==> src/hdl/lcm_pkg.sv <==
// Package with constants and types for the laser control-mode logic.
package lcm_pkg;
  localparam int unsigned LCM_CLK_HZ = 10000000;
  localparam int unsigned LCM_AIM_DELAY_MS = 10;
  // Least delay in whole cycles; the cycles per millisecond round down.
  localparam int unsigned LCM_AIM_DELAY_CYC = (LCM_CLK_HZ / 1000) * LCM_AIM_DELAY_MS;
  localparam int unsigned LCM_PROG_W = 7;
  localparam int unsigned LCM_PCT_W = 8;
  localparam logic [7:0] LCM_PCT_MAX = 8'h64;
  localparam logic [7:0] LCM_PCT_RST = 8'h00;
  // Register indices on the plain register port.
  localparam logic [3:0] LCM_REG_CFG = 4'h0;
  localparam logic [3:0] LCM_REG_CMD = 4'h1;
  localparam logic [3:0] LCM_REG_PCT = 4'h2;
  localparam logic [3:0] LCM_REG_STAT = 4'h3;
  localparam logic [3:0] LCM_REG_NV = 4'h4;
  // CFG bit positions.
  localparam int unsigned LCM_CFG_AD = 0;
  localparam int unsigned LCM_CFG_EXT = 1;
  localparam int unsigned LCM_CFG_PROG_LSB = 8;
  // CMD bit positions (write one to act).
  localparam int unsigned LCM_CMD_EMISSION_START_CMD = 0;
  localparam int unsigned LCM_CMD_EMISSION_STOP_CMD = 1;
  localparam int unsigned LCM_CMD_ABN = 2;
  localparam int unsigned LCM_CMD_ABF = 3;
  localparam int unsigned LCM_CMD_PWRON = 4;
  localparam int unsigned LCM_CMD_PWROFF = 5;
  localparam int unsigned LCM_CMD_ABORTCLR = 6;
  localparam int unsigned LCM_CMD_BAD = 7;

  typedef struct packed {
    logic host_request;
    logic emission_request;
    logic internal_select;
    logic aiming_beam;
    logic analog_select;
    logic main_power_request;
    logic gate_diff_pos;
    logic gate_diff_neg;
    logic [LCM_PROG_W-1:0] program_select;
  } lcm_pins_t;

  typedef struct packed {
    logic emission_en;
    logic power_from_analog;
    logic program_mode;
    logic program_run;
    logic aim_on;
    logic ready;
    logic green_lamp;
    logic main_power;
  } lcm_outs_t;

  typedef enum logic [2:0] {
    LCM_P_IDLE = 3'b001,
    LCM_P_RUN = 3'b010,
    LCM_P_DONE = 3'b100
  } lcm_prog_st_t;
endpackage : lcm_pkg

==> src/hdl/lcm_mode_ctrl.sv <==
// Control-mode selection logic: power source, emission gating, aiming beam and program runs.
//
// Behaviour
// - Local options restore from and save to non-volatile storage port.
// - Local key: analog mode picks analog power, else command percentage.
// - Local key: external control gates emission from differential gate pair.
// - Local key: aiming beam switches only from aiming on/off commands.
// - Ready and green lamp drop while aiming beam on, return when off.
// - Local key: nonzero stored program number means programming mode.
// - Programming, internal control: start command runs program, stop ends it.
// - Programming, external control: gate rising edge starts, falling edge ends.
// - Gate falling before program end aborts and flags abnormal termination.
// - Pin key: host request and analog select high choose analog power.
// - Pin key: internal select picks commands, else request pin with gate.
// - Pin key: internal select picks commands, else aiming beam pin.
// - Aiming beam changes take effect after at least 10 ms.
// - Pin key: nonzero program bus means programming, request pin gates.
// - Pin key: main power request input switches main power on.
// - Unrecognised command gets a command error reply flag; here the flag just copies CMD bit 7 (LCM_CMD_BAD) of each command write.
// - Diode current percentages above 100 are clamped to 100.
//
// Added by the designer: the address-and-strobe port and the register addresses.
module lcm_mode_ctrl
  import lcm_pkg::*;
#(
  parameter int unsigned AIM_DELAY_CYC = LCM_AIM_DELAY_CYC
) (
  input wire logic clk,
  input wire logic rst_b,
  input wire logic pin_strapped_key_position,
  input wire lcm_pins_t pins,
  input wire logic program_done,
  input wire logic [15:0] nv_cfg,
  input wire logic nv_valid,
  input wire logic [3:0] reg_addr,
  input wire logic [15:0] reg_wdata,
  input wire logic reg_wr,
  input wire logic reg_rd,
  output logic [15:0] reg_rdata,
  output logic [15:0] nv_save_data,
  output logic nv_save,
  output lcm_outs_t outs,
  output logic [LCM_PCT_W-1:0] diode_current_pct,
  output logic [LCM_PROG_W-1:0] active_program
);
  localparam int unsigned SYNC_W = $bits(lcm_pins_t) + 2;

  logic [SYNC_W-1:0] s1_r;
  logic [SYNC_W-1:0] s2_r;
  lcm_pins_t p;
  logic key_pin;
  logic prog_done_s;
  logic nv_loaded_r;
  logic cfg_ad_r;
  logic cfg_ext_r;
  logic [LCM_PROG_W-1:0] cfg_prog_r;
  logic [LCM_PCT_W-1:0] pct_r;
  logic emit_cmd_r;
  logic aim_cmd_r;
  logic aim_on_r;
  logic [23:0] aim_cnt_r;
  logic pwr_r;
  logic abort_r;
  logic cmd_err_r;
  logic gate_prev_r;
  lcm_prog_st_t pst_r;
  logic key_prev_r;
  logic wr_cfg;
  logic wr_cmd;
  logic gate_diff;
  logic gate_src;
  logic aim_want;
  logic prog_mode;
  logic ext_ctrl;
  logic analog_pwr;
  logic emit_req;
  logic run_start;
  logic run_stop;
  logic ready;

  // The aiming delay counter must be able to reach the last count before the switch.
  if (AIM_DELAY_CYC < 1 || AIM_DELAY_CYC > (2 ** $bits(aim_cnt_r))) begin : g_bad_aim_delay
    $error("AIM_DELAY_CYC must lie between one and the aiming counter range");
  end

  // Pins and the asynchronous done line pass two flip-flops; only s2_r is read.
  always_ff @(posedge clk or negedge rst_b) begin
    if (!rst_b) begin
      s1_r <= '0;
      s2_r <= '0;
    end else begin
      s1_r <= {pin_strapped_key_position, program_done, pins};
      s2_r <= s1_r;
    end
  end
  assign key_pin = s2_r[SYNC_W-1];
  assign prog_done_s = s2_r[SYNC_W-2];
  assign p = s2_r[$bits(lcm_pins_t)-1:0];

  assign wr_cfg = reg_wr && (reg_addr == LCM_REG_CFG);
  assign wr_cmd = reg_wr && (reg_addr == LCM_REG_CMD);
  assign gate_diff = p.gate_diff_pos && !p.gate_diff_neg;

  always_ff @(posedge clk or negedge rst_b) begin
    if (!rst_b) begin
      nv_loaded_r <= 1'b0;
      cfg_ad_r <= 1'b0;
      cfg_ext_r <= 1'b0;
      cfg_prog_r <= '0;
      nv_save <= 1'b0;
      nv_save_data <= '0;
    end else begin
      nv_save <= 1'b0;
      if (!nv_loaded_r && nv_valid) begin
        nv_loaded_r <= 1'b1;
        cfg_ad_r <= nv_cfg[LCM_CFG_AD];
        cfg_ext_r <= nv_cfg[LCM_CFG_EXT];
        cfg_prog_r <= nv_cfg[LCM_CFG_PROG_LSB +: LCM_PROG_W];
      end else if (wr_cfg && !key_pin) begin
        cfg_ad_r <= reg_wdata[LCM_CFG_AD];
        cfg_ext_r <= reg_wdata[LCM_CFG_EXT];
        cfg_prog_r <= reg_wdata[LCM_CFG_PROG_LSB +: LCM_PROG_W];
        nv_save <= 1'b1;
        nv_save_data <= reg_wdata;
      end
    end
  end

  always_ff @(posedge clk or negedge rst_b) begin
    if (!rst_b) begin
      pct_r <= LCM_PCT_RST;
    end else if (reg_wr && reg_addr == LCM_REG_PCT) begin
      pct_r <= (reg_wdata[LCM_PCT_W-1:0] > LCM_PCT_MAX) ? LCM_PCT_MAX : reg_wdata[LCM_PCT_W-1:0];
    end
  end

  always_ff @(posedge clk or negedge rst_b) begin
    if (!rst_b) begin
      key_prev_r <= 1'b0;
    end else begin
      key_prev_r <= key_pin;
    end
  end

  always_ff @(posedge clk or negedge rst_b) begin
    if (!rst_b) begin
      aim_cmd_r <= 1'b0;
    end else if (wr_cmd && reg_wdata[LCM_CMD_ABF]) begin
      aim_cmd_r <= 1'b0;
    end else if (wr_cmd && reg_wdata[LCM_CMD_ABN]) begin
      aim_cmd_r <= 1'b1;
    end
  end

  assign aim_want = (key_pin && p.host_request && !p.internal_select) ? p.aiming_beam : aim_cmd_r;

  always_ff @(posedge clk or negedge rst_b) begin
    if (!rst_b) begin
      aim_on_r <= 1'b0;
      aim_cnt_r <= '0;
    end else if (aim_want == aim_on_r) begin
      aim_cnt_r <= '0;
    end else if (aim_cnt_r >= 24'(AIM_DELAY_CYC - 1)) begin
      aim_on_r <= aim_want;
      aim_cnt_r <= '0;
    end else begin
      aim_cnt_r <= aim_cnt_r + 24'h000001;
    end
  end

  always_ff @(posedge clk or negedge rst_b) begin
    if (!rst_b) begin
      pwr_r <= 1'b0;
    end else if (wr_cmd && reg_wdata[LCM_CMD_PWROFF]) begin
      pwr_r <= 1'b0;
    end else if ((wr_cmd && reg_wdata[LCM_CMD_PWRON]) || (key_pin && p.main_power_request)) begin
      pwr_r <= 1'b1;
    end
  end

  assign ready = pwr_r && !aim_on_r;

  assign prog_mode = key_pin ? (p.host_request && (p.program_select != '0)) : (cfg_prog_r != '0);
  assign analog_pwr = key_pin ? (p.host_request && p.analog_select) : cfg_ad_r;
  assign ext_ctrl = key_pin ? (p.host_request && !p.internal_select) : cfg_ext_r;
  assign gate_src = key_pin ? (p.emission_request && gate_diff) : gate_diff;

  always_ff @(posedge clk or negedge rst_b) begin
    if (!rst_b) begin
      emit_cmd_r <= 1'b0;
    end else if ((wr_cmd && reg_wdata[LCM_CMD_EMISSION_STOP_CMD]) || !ready || key_pin != key_prev_r) begin
      emit_cmd_r <= 1'b0;
    end else if (wr_cmd && reg_wdata[LCM_CMD_EMISSION_START_CMD]) begin
      emit_cmd_r <= 1'b1;
    end
  end

  always_ff @(posedge clk or negedge rst_b) begin
    if (!rst_b) begin
      gate_prev_r <= 1'b0;
    end else begin
      gate_prev_r <= key_pin ? p.emission_request : gate_diff;
    end
  end

  always_comb begin
    run_start = 1'b0;
    run_stop = 1'b0;
    if (key_pin) begin
      run_start = p.emission_request && !gate_prev_r;
      run_stop = !p.emission_request;
    end else if (ext_ctrl) begin
      run_start = gate_diff && !gate_prev_r;
      run_stop = !gate_diff;
    end else begin
      run_start = wr_cmd && reg_wdata[LCM_CMD_EMISSION_START_CMD];
      run_stop = wr_cmd && reg_wdata[LCM_CMD_EMISSION_STOP_CMD];
    end
  end

  always_ff @(posedge clk or negedge rst_b) begin
    if (!rst_b) begin
      pst_r <= LCM_P_IDLE;
    end else if (!prog_mode || !ready) begin
      pst_r <= LCM_P_IDLE;
    end else begin
      case (pst_r)
        LCM_P_IDLE: begin
          if (run_start) begin
            pst_r <= LCM_P_RUN;
          end
        end
        LCM_P_RUN: begin
          if (run_stop) begin
            pst_r <= LCM_P_IDLE;
          end else if (prog_done_s) begin
            pst_r <= LCM_P_DONE;
          end
        end
        LCM_P_DONE: begin
          if (run_stop) begin
            pst_r <= LCM_P_IDLE;
          end
        end
        default: pst_r <= LCM_P_IDLE;
      endcase
    end
  end

  // abort flag; a new abort wins over a software clear.
  always_ff @(posedge clk or negedge rst_b) begin
    if (!rst_b) begin
      abort_r <= 1'b0;
    end else if (pst_r == LCM_P_RUN && prog_mode && ext_ctrl && run_stop && !prog_done_s) begin
      abort_r <= 1'b1;
    end else if (wr_cmd && reg_wdata[LCM_CMD_ABORTCLR]) begin
      abort_r <= 1'b0;
    end
  end

  always_ff @(posedge clk or negedge rst_b) begin
    if (!rst_b) begin
      cmd_err_r <= 1'b0;
    end else if (wr_cmd) begin
      cmd_err_r <= reg_wdata[LCM_CMD_BAD];
    end
  end

  assign emit_req = prog_mode ? (pst_r == LCM_P_RUN) : (ext_ctrl ? gate_src : emit_cmd_r);

  always_ff @(posedge clk or negedge rst_b) begin
    if (!rst_b) begin
      outs <= '0;
      diode_current_pct <= '0;
      active_program <= '0;
    end else begin
      outs.emission_en <= emit_req && ready;
      outs.power_from_analog <= analog_pwr;
      outs.program_mode <= prog_mode;
      outs.program_run <= (pst_r == LCM_P_RUN) && ready;
      outs.aim_on <= aim_on_r;
      outs.ready <= ready;
      outs.green_lamp <= ready;
      outs.main_power <= pwr_r;
      diode_current_pct <= pct_r;
      active_program <= key_pin ? p.program_select : cfg_prog_r;
    end
  end

  always_ff @(posedge clk or negedge rst_b) begin
    if (!rst_b) begin
      reg_rdata <= '0;
    end else if (reg_rd) begin
      case (reg_addr)
        LCM_REG_CFG: reg_rdata <= {1'b0, cfg_prog_r, 6'h00, cfg_ext_r, cfg_ad_r};
        LCM_REG_PCT: reg_rdata <= {8'h00, pct_r};
        LCM_REG_STAT: reg_rdata <= {5'h00, pst_r, cmd_err_r, abort_r, key_pin, prog_mode, aim_on_r, ready, pwr_r,
                                    emit_req && ready};
        LCM_REG_NV: reg_rdata <= nv_save_data;
        default: reg_rdata <= '0;
      endcase
    end else begin
      reg_rdata <= '0;
    end
  end
endmodule : lcm_mode_ctrl

==> config.mk <==
export PLATFORM = sky130hd
export DESIGN_NAME = lcm_mode_ctrl
export DESIGN_NICKNAME = d
export VERILOG_FILES = /design/src/hdl/lcm_pkg.sv /design/src/hdl/lcm_mode_ctrl.sv
export SDC_FILE = /design/constraint.sdc
export NUM_CORES = 1
export LEC_CHECK = 0
export ABC_AREA = 0
export ABC_CLOCK_PERIOD_IN_PS = 2400
export BUFFER_PORTS_ARGS = -buffer_cell sky130_fd_sc_hd__buf_2
export CAP_MARGIN = 10
export CORE_MARGIN = 1.5
export CORE_UTILIZATION = 37
export DETAILED_ROUTE_END_ITERATION = 10
export GPL_TIMING_DRIVEN = 0
export PLACE_DENSITY_LB_ADDON = 0.1
export SETUP_SLACK_MARGIN = 0.3
export SYNTH_ARGS = -nofsm -noshare
export SYNTH_HDL_FRONTEND = slang
export SYNTH_SLANG_ARGS = --single-unit
==> constraint.sdc <==
create_clock -name clk -period 2.4 [get_ports clk]
set_clock_uncertainty 0.05 [all_clocks]
set_input_delay 0.36 -clock clk [delete_from_list [all_inputs] [get_ports clk]]
set_output_delay 0.36 -clock clk [all_outputs]
set_load 0.01 [all_outputs]
==> results.yml <==
floorplan:
  die_h_um: 125
  row_count: 44
  io_pins: 114
  dieArea_um2: 15600
  die_w_um: 125
  coreArea_um2: 14500
  start_util_pct: 37.9
critical_path:
  cp_max_fo: 7
  path_delay_family: "buffers and inverters"
  timing.rr.start: "aim_cnt_r[0]$_DFF_PN0_"
  start_kind: "register"
  startpoint: "aim_cnt_r[0]$_DFF_PN0_"
  path_cells: "ha_2 > and4_1 > clkbuf_4 > o41ai_4 > buf_4 > a21boi_4 > buf_4 > a211oi_1"
  path_depth: 8
  critPathArrivalTime_ns: 2.27
  crit_path_end_kind: "register"
  cp.required_ns: 2.68
  rr_endpoint: "aim_cnt_r[13]$_DFF_PN0_"
  ff2ff_setup_slack_ns: 0.41
  crit_type: "reg -> reg"
  cp_slowest_stage_delay_ns: 0.41
  cpMostUsedCell: "buf_4"
  path_buf_inv: 3
  reg2regPathDepth: 8
  slowest_stage: "dfrtp_1"
layout:
  n_antenna_cell: 0
  syn_to_final_growth_pct: 31.6
  fillers: 1340
  most-common-layout-cells: "dfrtp_1 (141), buf_2 (106), nand2_1 (67)"
  nets: 669
  mostFrequentLayoutCell: "dfrtp_1"
  drive_gt1_share_pct: 28.7
  final_util_pct: 49.9
sta:
  finalSetupViolations: 0
  finalMaxSlewViolations: 0
  hold_viol_final: 0
  max_freq_mhz: 502
  finalCritPeriodShare_pct: 83.0
  worstMarginPinSlew_ns: 0.821
  slew_headroom_pct: 44.9
  fin_crit_ns: 1.99
  whs_ns: 0.0834
  rsz0062_at_grt: "false"
synthesis:
  synth_cell_type_count: 62
  async_flop_share_pct: 100
  yosysWarnings: 0
  ys_ff_latch: 142
  synth_top_cell_by_area: "dfrtp_1"
  synthCells: 456
  ys_seq_area_share_pct: 64.5
  synthTopCellsByArea: "dfrtp_1 (64%), nand2_1 (4.6%), a22oi_1 (1.9%)"
  synth_flop_cell: "dfrtp_1"
  netlist_area_um2: 5510
  synth.top_cell.area_share_pct: 64.0
  avgSynthCellArea_um2: 12.1
  synth_edf_count: 0
grt:
  grt_overflow_total: 0
  grt_max_degree: 89
  grt_use_total_pct: 18.5
  antenna_found_initial: 1
  grt_pass1_wl_um: 22200
  grt_pass1_vias: 4197
place:
  gp_congestion: 0.836
  dp_hpwl_um: 9650
  port_buffers: 105
drt:
  wire_per_inst_um: 17.1
  first_iter_violations: 292
  ant_nets: 0
  firstDrtPassIters: 5
  vias: 4110
  drt-total-wl_um: 13800
  vias_per_cell: 5.09
  drcViolationCount: 0
run_status:
  status: "completed"
clock_network:
  path_clk_slew_ns: 0.06
  clock_path_buffers: 2
  cts_tree: "built"
  cts_buffers: 17
  cts.sinks: 142
  root_buffer: "clkbuf_16"
  clk_latency_ns: 0.42
  cts_htree_levels: 4
min_path:
  min_to: "nv_save_data[15]$_DFFE_PN0P_"
  hold_path_depth: 3
  min_path_type: "in -> reg"
  worstHoldStart: "reg_wdata[15]"
run:
  drv_cap: 0
pwr:
  leakage_nw: 3.47
  power.density_nw_per_um2: 861
  ir_drop_mv: 0.464
## cell families (layout without fill, tap and decap cells)
kind of cell               Yosys count  in the layout  synth area share, %
AOI/OAI and AO/OA                   91             91                 12.5
muxes                               11             11                 2.20
xor gates and xnor gates            13             13                 2.07
other                                1              7               0.0680
and+or+nand+nor                    166            166                 15.9
adders and majority gates            1              1                0.227
buffers and inverters               31            192                 2.47
DFF                                142            142                 64.5
## synth_stat cells, types with 3 or more instances
master,number
nor3_1,18
and2_1,6
nor2b_1,4
xor2_1,7
buf_4,4
nand2_1,67
nand2b_1,4
a21oi_1,19
dfrtp_1,141
mux2_2,9
and4_1,3
nor4_1,6
a211oi_1,8
nand3_1,6
a222oi_1,10
o21ai_0,13
a22oi_1,14
buf_2,3
nor3b_1,3
clkbuf_1,7
nor2_1,20
nand4_1,5
inv_1,15
a22o_1,5
a221oi_1,3
xnor2_1,6
and3_1,6
or3_1,5
## tightest hold or removal path: stages
cell	delay [ns]
buf_2	0.07
nand2_1	0.04
nand2_1	0.05
## registers in the layout (all words and copies together), names as in the netlist, 3 cells and up
register and cells:
active_program 7, diode_current_pct 8, reg_rdata 16, outs 7, pct_r 8, s1_r 17
cfg_prog_r 7, s2_r 17, aim_cnt_r 24, nv_save_data 16, pst_r 3
## power breakdown
part / total (mW) / switching (mW) / internal (mW)
clock network: 2.85 / 0.977 / 1.87
registers: 2.78 / 0.169 / 2.61
logic: 0.616 / 0.343 / 0.273
total: 6.24 / 1.49 / 4.76
## per-stage QoR
stage | area, um^2 | instances | TNS, ns | power [mW] | worst slack (ns)
floorplan | 5530 | 462 | 0 | 3.07 | 0.505
global placement | 6290 | 751 | -143.62 | 3.40 | -1.03
detailed placement | 6320 | 752 | 0 | 3.42 | 0.0780
CTS | 7210 | 804 | 0 | 6.31 | 0.303
global route | 7250 | 807 | 0 | 6.52 | 0.296
finish | 7250 | 807 | 0 | 6.24 | 0.409
## layer usage
| metal | vias up | wire, um | track usage, % |
|---|---|---|---|
| met2 | 135 | 6370 | 27.8 |
| met3 | 26 | 754 | 5.31 |
| li1 | 1941 | - | - |
| met1 | 2006 | 6330 | 25.1 |
| met5 | - | 7 | 0 |
| met4 | 2 | 323 | 7.69 |
## area by class of cell
cell class	count	area (um^2)	area share, %
inverter	15	56.3	0.777
clock inverter	10	158	2.17
buffer	16	90.1	1.24
multi-input combinational	289	1890	26.1
timing repair buffer	129	777	10.7
sequential	142	3550	49.0
tap	184	230	3.18
clock buffer	22	494	6.82
## what timing repair did
action / 4_1_cts / 5_1_grt
gates cloned: 0 / 0
pin swaps: 2 / 2
setup endpoints to repair: 12 / 18
setup buffers: 2 / 3
endpoints found under the hold margin: 71 / 0
resized for setup: 8 / 4
hold buffers: 18 / 0
## worst max path at each step
stage | to | slack [ns]
after global routing | aim_cnt_r[15]$_DFF_PN0_ | 0.30
after CTS | aim_cnt_r[13]$_DFF_PN0_ | 0.30
after floorplan | aim_on_r$_DFFE_PN0P_ | 0.50
final | aim_cnt_r[13]$_DFF_PN0_ | 0.41
after global placement | aim_cnt_r[8]$_DFF_PN0_ | -1.03
after detailed placement | cfg_ext_r$_DFFE_PN0P_ | 0.08
No activity file was read; power rests on OpenSTA's default activity.
